==> src/cigr_pkg.sv <==
// Package with constants and types for the configuration initialization controller.
package cigr_pkg;
    // ==========================================================================
    // Timing
    // ==========================================================================
    localparam int unsigned CLK_PERIOD_NS      = 10;
    localparam int unsigned INIT_PULSE_WIDTH_NS = 1000;
    localparam int unsigned INIT_PULSE_CYCLES  =
        (INIT_PULSE_WIDTH_NS + CLK_PERIOD_NS - 1) / CLK_PERIOD_NS;
    localparam int unsigned FLOAT_PULSE_WIDTH_NS = 1000;
    localparam int unsigned FLOAT_PULSE_CYCLES =
        (FLOAT_PULSE_WIDTH_NS + CLK_PERIOD_NS - 1) / CLK_PERIOD_NS;
    localparam int unsigned CNT_W              = 16;
    localparam logic [CNT_W-1:0] CNT_RESET     = 16'h0000;

    // ==========================================================================
    // States
    // ==========================================================================
    typedef enum logic [1:0] {
        CIGR_IDLE  = 2'b00,
        CIGR_PULSE = 2'b01,
        CIGR_DONE  = 2'b11
    } cigr_state_type;
endpackage : cigr_pkg

==> src/cigr_pulse_if.sv <==
// Interface carrying one pulser's trigger and pulse.
`timescale 1ns/100ps
`default_nettype none
interface cigr_pulse_if;
    logic trigger;
    logic pulse;
    modport ctrl (output trigger, input pulse);
    modport pulser (input trigger, output pulse);
endinterface : cigr_pulse_if
`default_nettype wire

==> src/cigr_pulser.sv <==
// One-shot pulse generator of programmable width, restarted on each trigger.
`timescale 1ns/100ps
`default_nettype none
module cigr_pulser
    import cigr_pkg::*;
#(
    parameter int unsigned WIDTH_CYCLES = INIT_PULSE_CYCLES
) (
    input  wire logic     core_clk_i,
    input  wire logic     rstn_i,
    cigr_pulse_if.pulser  p
);
    // Widths outside the counter range cannot be counted.
    if (WIDTH_CYCLES < 1 || WIDTH_CYCLES >= (1 << CNT_W)) begin : g_bad_width
        $error("WIDTH_CYCLES out of range");
    end

    logic [CNT_W-1:0] cnt_r;
    logic             pulse_r;

    // ==========================================================================
    // Pulse counter
    // ==========================================================================
    always_ff @(posedge core_clk_i) begin
        if (!rstn_i) begin
            cnt_r   <= CNT_RESET;
            pulse_r <= 1'b0;
        end else if (p.trigger) begin
            cnt_r   <= CNT_W'(WIDTH_CYCLES - 1);
            pulse_r <= 1'b1;
        end else if (cnt_r != CNT_RESET) begin
            cnt_r   <= cnt_r - 16'h0001;
        end else begin
            pulse_r <= 1'b0;
        end
    end
    assign p.pulse = pulse_r;
endmodule : cigr_pulser
`default_nettype wire

==> src/cigr_init_ctrl.sv <==
// Initialization controller driving the global set/reset and output float nets.
// Operation
// - Pulse after power-up and after configuration ends.
// - Pulse generated automatically, no user request.
// - One dedicated global net feeds all registers.
// - Each register takes its defined initial value.
// - Controller drives the global set/reset net.
// - Outputs float via dedicated global float net.
// - Float applies to every general-purpose output type.
// - Pulse width exceeds all net delays.
// - Float pulser independent of reset pulser.
`timescale 1ns/100ps
`default_nettype none
module cigr_init_ctrl
    import cigr_pkg::*;
#(
    parameter int unsigned RESET_CYCLES = INIT_PULSE_CYCLES,
    parameter int unsigned FLOAT_CYCLES = FLOAT_PULSE_CYCLES
) (
    input  wire logic core_clk_i,
    input  wire logic rstn_i,
    input  wire logic config_done_i,
    output var  logic global_set_reset_net_o,
    output var  logic global_output_float_net_o,
    output var  logic init_busy_o
);
    // ==========================================================================
    // Parameter checks
    // ==========================================================================
    // Both pulses need two cycles at least for the width checks below, and
    // must fit the pulse counters.
    if (RESET_CYCLES < 2 || RESET_CYCLES >= (1 << CNT_W)) begin : g_bad_reset_cycles
        $error("RESET_CYCLES out of range");
    end
    if (FLOAT_CYCLES < 2 || FLOAT_CYCLES >= (1 << CNT_W)) begin : g_bad_float_cycles
        $error("FLOAT_CYCLES out of range");
    end

    // ==========================================================================
    // Synchroniser for the configuration-done pin
    // ==========================================================================
    logic done_meta_r;
    logic done_sync_r;
    logic done_prev_r;
    always_ff @(posedge core_clk_i) begin
        if (!rstn_i) begin
            done_meta_r <= 1'b0;
            done_sync_r <= 1'b0;
            done_prev_r <= 1'b0;
        end else begin
            done_meta_r <= config_done_i;
            done_sync_r <= done_meta_r;
            done_prev_r <= done_sync_r;
        end
    end

    // ==========================================================================
    // Trigger sequencing
    // ==========================================================================
    cigr_state_type state_r;
    logic           trig;
    logic           done_rise;
    assign done_rise = done_sync_r & ~done_prev_r;
    // The first cycle after reset release counts as power-up.
    assign trig = (state_r == CIGR_IDLE) | done_rise;

    always_ff @(posedge core_clk_i) begin
        if (!rstn_i) begin
            state_r <= CIGR_IDLE;
        end else begin
            unique case (state_r)
                CIGR_IDLE:  state_r <= CIGR_PULSE;
                CIGR_PULSE: state_r <= CIGR_DONE;
                CIGR_DONE:  state_r <= CIGR_DONE;
                default:    state_r <= CIGR_IDLE;
            endcase
        end
    end

    cigr_pulse_if rst_if ();
    cigr_pulse_if flt_if ();
    assign rst_if.trigger = trig;
    assign flt_if.trigger = trig;

    // Two separate pulser instances keep the float path independent of reset.
    cigr_pulser #(.WIDTH_CYCLES(RESET_CYCLES)) u_config_reset_pulser (
        .core_clk_i (core_clk_i),
        .rstn_i     (rstn_i),
        .p          (rst_if)
    );
    cigr_pulser #(.WIDTH_CYCLES(FLOAT_CYCLES)) u_config_float_pulser (
        .core_clk_i (core_clk_i),
        .rstn_i     (rstn_i),
        .p          (flt_if)
    );

    // ==========================================================================
    // Global net drivers
    // ==========================================================================
    // Nets are set on the first clock edge in reset and held asserted while reset lasts.
    always_ff @(posedge core_clk_i) begin
        if (!rstn_i) begin
            global_set_reset_net_o    <= 1'b1;
            global_output_float_net_o <= 1'b1;
            init_busy_o               <= 1'b1;
        end else begin
            global_set_reset_net_o    <= rst_if.pulse | trig;
            global_output_float_net_o <= flt_if.pulse | trig;
            init_busy_o               <= rst_if.pulse | flt_if.pulse | trig;
        end
    end

    // ==========================================================================
    // Checks
    // ==========================================================================
    a_powerup_reset: assert property (@(posedge core_clk_i)
        $rose(rstn_i) |-> ##[1:2] global_set_reset_net_o)
        else $error("no reset pulse after power-up");
    a_config_reset: assert property (@(posedge core_clk_i) disable iff (!rstn_i)
        done_rise |-> ##1 global_set_reset_net_o)
        else $error("no reset pulse after configuration");
    a_reset_width: assert property (@(posedge core_clk_i) disable iff (!rstn_i)
        $rose(rst_if.pulse) |-> rst_if.pulse [*2])
        else $error("reset pulse too short");
    a_float_follow: assert property (@(posedge core_clk_i) disable iff (!rstn_i)
        flt_if.pulse |=> global_output_float_net_o)
        else $error("float net not driven during float pulse");
    a_reset_follow: assert property (@(posedge core_clk_i) disable iff (!rstn_i)
        rst_if.pulse |=> global_set_reset_net_o)
        else $error("reset net not driven during reset pulse");
    a_float_release: assert property (@(posedge core_clk_i) disable iff (!rstn_i)
        (!flt_if.pulse && !trig) |=> !global_output_float_net_o)
        else $error("outputs held floating after pulse");
    a_reset_release: assert property (@(posedge core_clk_i) disable iff (!rstn_i)
        (!rst_if.pulse && !trig) |=> !global_set_reset_net_o)
        else $error("reset net held after pulse");
    a_auto_start: assert property (@(posedge core_clk_i) disable iff (!rstn_i)
        state_r == CIGR_IDLE |=> state_r == CIGR_PULSE)
        else $error("power-up pulse not started automatically");

    // Sequencing, start of both pulsers and float pulse width.
    a_state_legal: assert property (@(posedge core_clk_i) disable iff (!rstn_i)
        state_r inside {CIGR_IDLE, CIGR_PULSE, CIGR_DONE})
        else $error("sequencer in an unused state");
    a_single_start: assert property (@(posedge core_clk_i) disable iff (!rstn_i)
        state_r == CIGR_DONE |=> state_r == CIGR_DONE)
        else $error("power-up trigger repeated without a reset");
    a_busy_start: assert property (@(posedge core_clk_i) disable iff (!rstn_i)
        trig |=> init_busy_o)
        else $error("busy flag low after a trigger");
    a_both_start: assert property (@(posedge core_clk_i) disable iff (!rstn_i)
        trig |=> (rst_if.pulse && flt_if.pulse))
        else $error("a pulser missed the trigger");
    a_reset_restart: assert property (@(posedge core_clk_i) disable iff (!rstn_i)
        (trig && rst_if.pulse) |=> rst_if.pulse)
        else $error("restarted reset pulse dropped");
    a_sync_delay: assert property (@(posedge core_clk_i) disable iff (!rstn_i)
        $rose(done_meta_r) |=> done_rise)
        else $error("configuration end not seen after the synchroniser");
    a_done_edge_once: assert property (@(posedge core_clk_i) disable iff (!rstn_i)
        done_rise |=> !done_rise)
        else $error("configuration end seen twice for one rise");
    a_config_float: assert property (@(posedge core_clk_i) disable iff (!rstn_i)
        done_rise |-> ##1 global_output_float_net_o)
        else $error("outputs not floated after configuration");
    a_float_width: assert property (@(posedge core_clk_i) disable iff (!rstn_i)
        $rose(flt_if.pulse) |-> flt_if.pulse [*2])
        else $error("float pulse too short");

    // Behaviour while the controller is held in reset.
    a_reset_in_reset: assert property (@(posedge core_clk_i)
        !rstn_i |=> global_set_reset_net_o)
        else $error("reset net low while the controller is held in reset");
    a_float_in_reset: assert property (@(posedge core_clk_i)
        !rstn_i |=> global_output_float_net_o)
        else $error("outputs driven while the controller is held in reset");

    // Busy flag against the two nets.
    a_busy_nets: assert property (@(posedge core_clk_i) disable iff (!rstn_i)
        (global_set_reset_net_o || global_output_float_net_o) |-> init_busy_o)
        else $error("busy flag low while a global net is active");
    a_busy_release: assert property (@(posedge core_clk_i) disable iff (!rstn_i)
        !(rst_if.pulse || flt_if.pulse || trig) |=> !init_busy_o)
        else $error("busy flag held after both pulses ended");

    // ==========================================================================
    // Width measurement
    // ==========================================================================
    // Each counter holds the cycles its net has stood high since the latest
    // trigger, so a restarted pulse is measured from the restart.
    localparam logic [CNT_W:0] LEN_ZERO = {(CNT_W+1){1'b0}};
    localparam logic [CNT_W:0] LEN_ONE  = {{CNT_W{1'b0}}, 1'b1};
    logic [CNT_W:0] rst_len_r;
    logic [CNT_W:0] flt_len_r;

    always_ff @(posedge core_clk_i) begin
        if (!rstn_i || trig) begin
            rst_len_r <= LEN_ZERO;
        end else if (global_set_reset_net_o) begin
            rst_len_r <= rst_len_r + LEN_ONE;
        end else begin
            rst_len_r <= LEN_ZERO;
        end
    end

    always_ff @(posedge core_clk_i) begin
        if (!rstn_i || trig) begin
            flt_len_r <= LEN_ZERO;
        end else if (global_output_float_net_o) begin
            flt_len_r <= flt_len_r + LEN_ONE;
        end else begin
            flt_len_r <= LEN_ZERO;
        end
    end

    a_reset_length: assert property (@(posedge core_clk_i) disable iff (!rstn_i)
        $fell(global_set_reset_net_o) |-> (rst_len_r == RESET_CYCLES + 1))
        else $error("reset net width differs from the set width");
    a_float_length: assert property (@(posedge core_clk_i) disable iff (!rstn_i)
        $fell(global_output_float_net_o) |-> (flt_len_r == FLOAT_CYCLES + 1))
        else $error("float net width differs from the set width");
endmodule : cigr_init_ctrl
`default_nettype wire

==> config.mk <==
export PLATFORM = sky130hd
export DESIGN_NAME = cigr_init_ctrl
export DESIGN_NICKNAME = d
export VERILOG_FILES = /design/src/cigr_pkg.sv /design/src/cigr_pulse_if.sv /design/src/cigr_pulser.sv /design/src/cigr_init_ctrl.sv
export SDC_FILE = /design/constraint.sdc
export NUM_CORES = 1
export LEC_CHECK = 0
export BUFFER_PORTS_ARGS = -buffer_cell sky130_fd_sc_hd__buf_2
export CELL_PAD_IN_SITES_DETAIL_PLACEMENT = 1
export CELL_PAD_IN_SITES_GLOBAL_PLACEMENT = 2
export CORE_MARGIN = 1.5
export CORE_UTILIZATION = 34
export CTS_BUF_LIST = sky130_fd_sc_hd__clkbuf_16
export DETAILED_ROUTE_END_ITERATION = 8
export PLACE_DENSITY_LB_ADDON = 0.1
export SYNTH_ARGS = -nofsm -noshare
export SYNTH_HDL_FRONTEND = slang
export SYNTH_HIERARCHICAL = 1
export SYNTH_SLANG_ARGS = --single-unit
==> constraint.sdc <==
create_clock -name core_clk_i -period 1.7 [get_ports core_clk_i]
set_clock_uncertainty 0.05 [all_clocks]
set_input_delay 0.34 -clock core_clk_i [delete_from_list [all_inputs] [get_ports core_clk_i]]
set_output_delay 0.34 -clock core_clk_i [all_outputs]
set_load 0.01 [all_outputs]
# [After elaboration in Yosys (flattened, before gate mapping)]
# Index checks and enable logic that the tools add are counted.
[totals] regBits=42 inputBits=3 output_inout_bits=3 elab_cells=43
[classes] n_addsub=2 eq_ne=4 mux=9 n_bitwise=8 n_reduce_logical=7
[ops] op="$reduce_bool 16->1" count=2
[ops] op="$sub 16x1->16 const B" count=2
[ops] op="$mux 7" count=4
[ops] op="$or 1x1->1" count=5
[ops] op="$mux 1" count=4
[ops] op="$ne 2x2->1 const B" count=2
[ops] op="$pmux 2 s2" count=1
[ops] op="$reduce_bool 2->1" count=2
[ops] op="$reduce_or 2->1" count=2
[ops] op="$eq 2x1->1 const B" count=1
[ops] op="$eq 2x2->1 const B" count=1
[ops] op="$logic_not 2->1" count=1
[ops] op="$not 1->1" count=2
[ops] op="$and 1x1->1" count=1

# [Logic depth before layout (Yosys ltp)]
[logic_depth] word_depth=4 depth_mapped=7 mapped_depth_nobuf=6

# [By module]
# The synthesis kept the hierarchy.
[modules_own_cells] mod="cigr_pulser" n_inst=2 cells_each=108 area_per_inst_um2=897.1 seq_area_each_um2=340.3
[modules_own_cells] mod="cigr_init_ctrl" n_inst=1 cells_each=21 area_per_inst_um2=244.0 seq_area_each_um2=160.2

# [Worst setup path after synthesis]
# Ideal clock, no wire load.
[synth_path] kind="register -> register" from="register u_config_float_pulser.cnt_r[0]" to="register u_config_float_pulser.cnt_r[0]" setup_ps=115 arrival_time_ps=1702 required_time_ps=1535 slack_ps=-168 stages_incl_launch_ff=7 n_path_buf=0 synth_period_minus_slack_ps=1868 path_cell_list="dfxtp_1 -> inv_1 -> ha_1 -> nor3b_1 -> nand3_1 -> or4_1 -> and3_1"
[synth_between] elab_chain_len=3 word_cells_on_any_way=5 cone_classes="add/sub (1); mux (2); reduce/logical (2)"
[synth_lines] element="start, declared" line="cigr_pulser.sv:18" source="logic [CNT_W-1:0] cnt_r;"
[synth_lines] element="start signal, assigned" line="cigr_pulser.sv:29" source="cnt_r <= CNT_W'(WIDTH_CYCLES - 1);"
[synth_lines] element="start signal, assigned" line="cigr_pulser.sv:32" source="cnt_r <= cnt_r - 16'h0001;"
[synth_lines] element="$sub 16x1->16" line="cigr_pulser.sv:32"
[synth_lines] element="$mux 7" line="cigr_pulser.sv:31" source="end else if (cnt_r != CNT_RESET) begin"
[synth_lines] element="$mux 7" line="cigr_pulser.sv:28" source="end else if (p.trigger) begin"
# Parallel ways exist; a longest one is shown, timed or not. The select of a mux whose other input is x is not followed.
# A chain may end at the register's enable or synchronous reset.

# [Worst setup path in the final report]
[layout_path] from="register u_config_reset_pulser.cnt_r[7]" to="register u_config_reset_pulser.cnt_r[12]"
[layout_between] elab_chain_len=1 word_cells_on_any_way=2 cone_classes="add/sub (1); reduce/logical (1)"
[layout_lines] element="start, declared" line="cigr_pulser.sv:18"
[layout_lines] element="start signal, assigned" line="cigr_pulser.sv:29"
[layout_lines] element="start signal, assigned" line="cigr_pulser.sv:32"
[layout_lines] element="$sub 16x1->16 / $reduce_bool 16->1 (equally long branches)" line="cigr_pulser.sv:32, cigr_pulser.sv:31"
# Parallel ways exist; a longest one is shown, timed or not.

==> results.cfg <==
[run_status]
status = complete, but fails checks
violations = setup timing

[power_and_ir_drop]
power_density_nw_per_um2 = 1180
power.total_mw = 3.62
vdd_ir_drop_max_mv = 0.581
p_leak_nw = 1.20

[floorplanning]
rows = 28
die_h_um = 80.4
die-width_um = 80.4
core_um2 = 5850
dieArea_um2 = 6470
start_util_pct = 34.8
io_pins = 6

[routing]
drt-total-wl_um = 6370
drc = 0
first_pass_iters = 4
routedWlPerCell_um = 16.8
ant_nets = 0
via_per_inst = 5.39
drtIter0Drc = 75
route.vias.total = 2038

[logic_synthesis]
avgSynthCellArea_um2 = 8.60
yosysUniqueCellTypes = 40
yosys_warnings = 6
syn-instance-count = 237
ys_seq_area_share_pct = 41.3
syn-num-nets = 242
netlist_area_um2 = 2040
synth-seq-cells = 42

[critical_path]
crit_required_ps = 1860
startpoint_type = flop
endpoint_kind = flop
critPathKind = flop to flop
crit_fanout = 4
crit_arrival_ps = 1980

[finish]
insertedDiodeCount = 0
multiInputGateArea_um2 = 1390
fin_nets = 307
fillCellCount = 652
area_growth_pct = 50.8
seqCellArea_um2 = 857
drive_above_1_share_pct = 42.2

[cts]
insertion_delay_ps = 290
cts_tree = yes
clockBufferDepth = 2
cts_root_buffer = clkbuf_16
numCtsBuffers = 5
cts.htree.levels = 2
clock-sinks = 42
path_clk_slew_ps = 60

[sta]
fin_crit_sh_pct = 107
fmax_mhz = 549
rsz0062_at_grt = true
fin_crit_ps = 1820
finalHoldViolations = 0
setup_slack_ps = -120
finalSetupViolCount = 11
final_max_slew_viol_count = 0
slew_headroom_pct = 69.5
worst_pin_slew_ps = 455
fin_tns_setup_ps = -408

[place]
hpwlAfterDp_um = 4340
gp_congestion = 0.787
placement.io_buffers = 5

[run]
maxCapViolCount = 0

[global_route]
grt.total_usage_pct = 21.1
grt_max_degree = 23
grt_pass1_wl_um = 10300
grt_overflow = 0
antenna_found_initial = 0
grt_pass1_vias = 2094

[worst_hold_path]
min_path_type = input port to flop
[worst paths after layout]
check | from | endpoint | slack (ps) | depth (start not counted)
min | config_done_i | done_meta_r | 230 | 2
max | u_config_reset_pulser/cnt_r[7] | u_config_reset_pulser/cnt_r[12] | -120 | 4
max reg2reg | u_config_reset_pulser/cnt_r[7] | u_config_reset_pulser/cnt_r[12] | -120 | 4
min reg2reg | done_meta_r | done_sync_r | 400 | 1
[synthesized netlist by cell type, drive strengths merged]
cell type | count | share of area [%]
and4 | 2 | 0.86
and3 | 4 | 1.2
nor2 | 17 | 3.4
clkbuf | 6 | 1.1
ha | 2 | 1.2
a21boi | 3 | 1.1
nand2 | 19 | 3.5
inv | 7 | 1.3
a21oi | 18 | 4.4
o31a | 2 | 0.86
a31oi | 4 | 1.2
a41o | 2 | 0.98
nor4 | 4 | 1.2
o311a | 2 | 0.98
nor4b | 2 | 0.86
or2 | 5 | 1.7
o31ai | 6 | 2.2
nor2b | 6 | 1.8
o311ai | 2 | 0.86
nor3b | 2 | 0.74
nand2b | 11 | 3.4
o21ai | 10 | 2.5
o21a | 2 | 0.74
nand3 | 6 | 1.5
or4 | 10 | 4.4
dfxtp | 42 | 41
nand4b | 2 | 0.86
or3 | 4 | 1.2
a2111oi | 2 | 0.86
nand3b | 2 | 0.74
nor3 | 8 | 2.0
nand4 | 3 | 0.92
mux2i | 4 | 2.0
and2 | 6 | 1.9
o41ai | 4 | 1.7
a211o | 6 | 2.6
[sequential cells by signal, summed over array words and instances (netlist names)]
register and cells:
u_config_reset_pulser/cnt_r 16, state_r 2, u_config_float_pulser/cnt_r 16, u_config_float_pulser/p.pulse 1
done_meta_r 1, u_config_reset_pulser/p.pulse 1, init_busy_o 1, global_output_float_net_o 1
done_sync_r 1, done_prev_r 1, global_set_reset_net_o 1
[layer usage]
| metal | routed length (µm) | track usage [%] | vias up |
|---|---|---|---|
| met2 | 3440 | 40.2 | 15 |
| met1 | 2700 | 22.7 | 992 |
| met5 | 0 | 0 | - |
| met3 | 119 | 3.98 | 8 |
| met4 | 108 | 7.76 | 0 |
| li1 | - | - | 1023 |
[cell type report]
type,instances,share of cell area [%]
Clock buffer,5,4.07
Sequential cell,42,27.9
Multi-Input combinational cell,182,45.2
Timing Repair Buffer,64,16.6
Clock inverter,3,2.24
Tap cell,75,3.05
Inverter,7,0.936
[cell usage in the layout (no fill, tap or decap), drive strengths merged, types with 3 or more instances in the layout]
cell type | netlist | final
a211o | 6 | 6
a21boi | 3 | 3
a21oi | 18 | 18
a31oi | 4 | 4
and2 | 6 | 6
and3 | 4 | 4
buf | 0 | 64
clkbuf | 6 | 5
dfxtp | 42 | 42
inv | 7 | 7
mux2i | 4 | 4
nand2 | 19 | 19
nand2b | 11 | 11
nand3 | 6 | 6
nand4 | 3 | 3
nor2 | 17 | 17
nor2b | 6 | 6
nor3 | 8 | 8
nor4 | 4 | 4
o21ai | 10 | 10
o31ai | 6 | 6
o41ai | 4 | 4
or2 | 5 | 5
or3 | 4 | 4
or4 | 10 | 10
[logic make-up after synthesis]
family          count (synthesis)  share of synthesized area (%)
flops                          42                           41.3
mux                             4                           1.96
fa+ha+maj                       2                           1.23
simple gates                  113                           32.2
buf+inv                        13                           2.39
compound gates                 63                           21.0
[per-stage QoR]
stage               worst slack [ps]  hold WS, ps  instances  instance area [µm²]  utilization [%]
CTS                            -78.4          215        372                 2900             49.5
global route                    -165          227        378                 3070             52.5
floorplan                      -39.6          362        237                 2090                -
finish                          -120          230        378                 3070             52.5
global placement                -169          363        362                 2610             44.6
detailed placement              -189          389        362                 2610             44.6
[power by group]
| part | switching, mW | leakage, nW | internal (mW) |
|---|---|---|---|
| Sequential | 0.0752 | 0.347 | 1.07 |
| Combinational | 0.612 | 0.761 | 0.613 |
| Clock | 0.407 | 0.0940 | 0.844 |
[critical path, stage by stage, from the launching register on]
cell	delay [ps]
dfxtp_2	320
or4_4	560
a211o_1	330
or3_4	340
a21oi_2	150
[timing repair]
| item | in CTS | in global routing |
|---|---|---|
| setup endpoints to repair | 22 | 25 |
| hold buffers | 0 | 0 |
| gates resized for setup | 20 | 33 |
| pin swaps | 2 | 14 |
| setup buffers | 2 | 6 |
No activity file was read; power rests on OpenSTA's default activity.
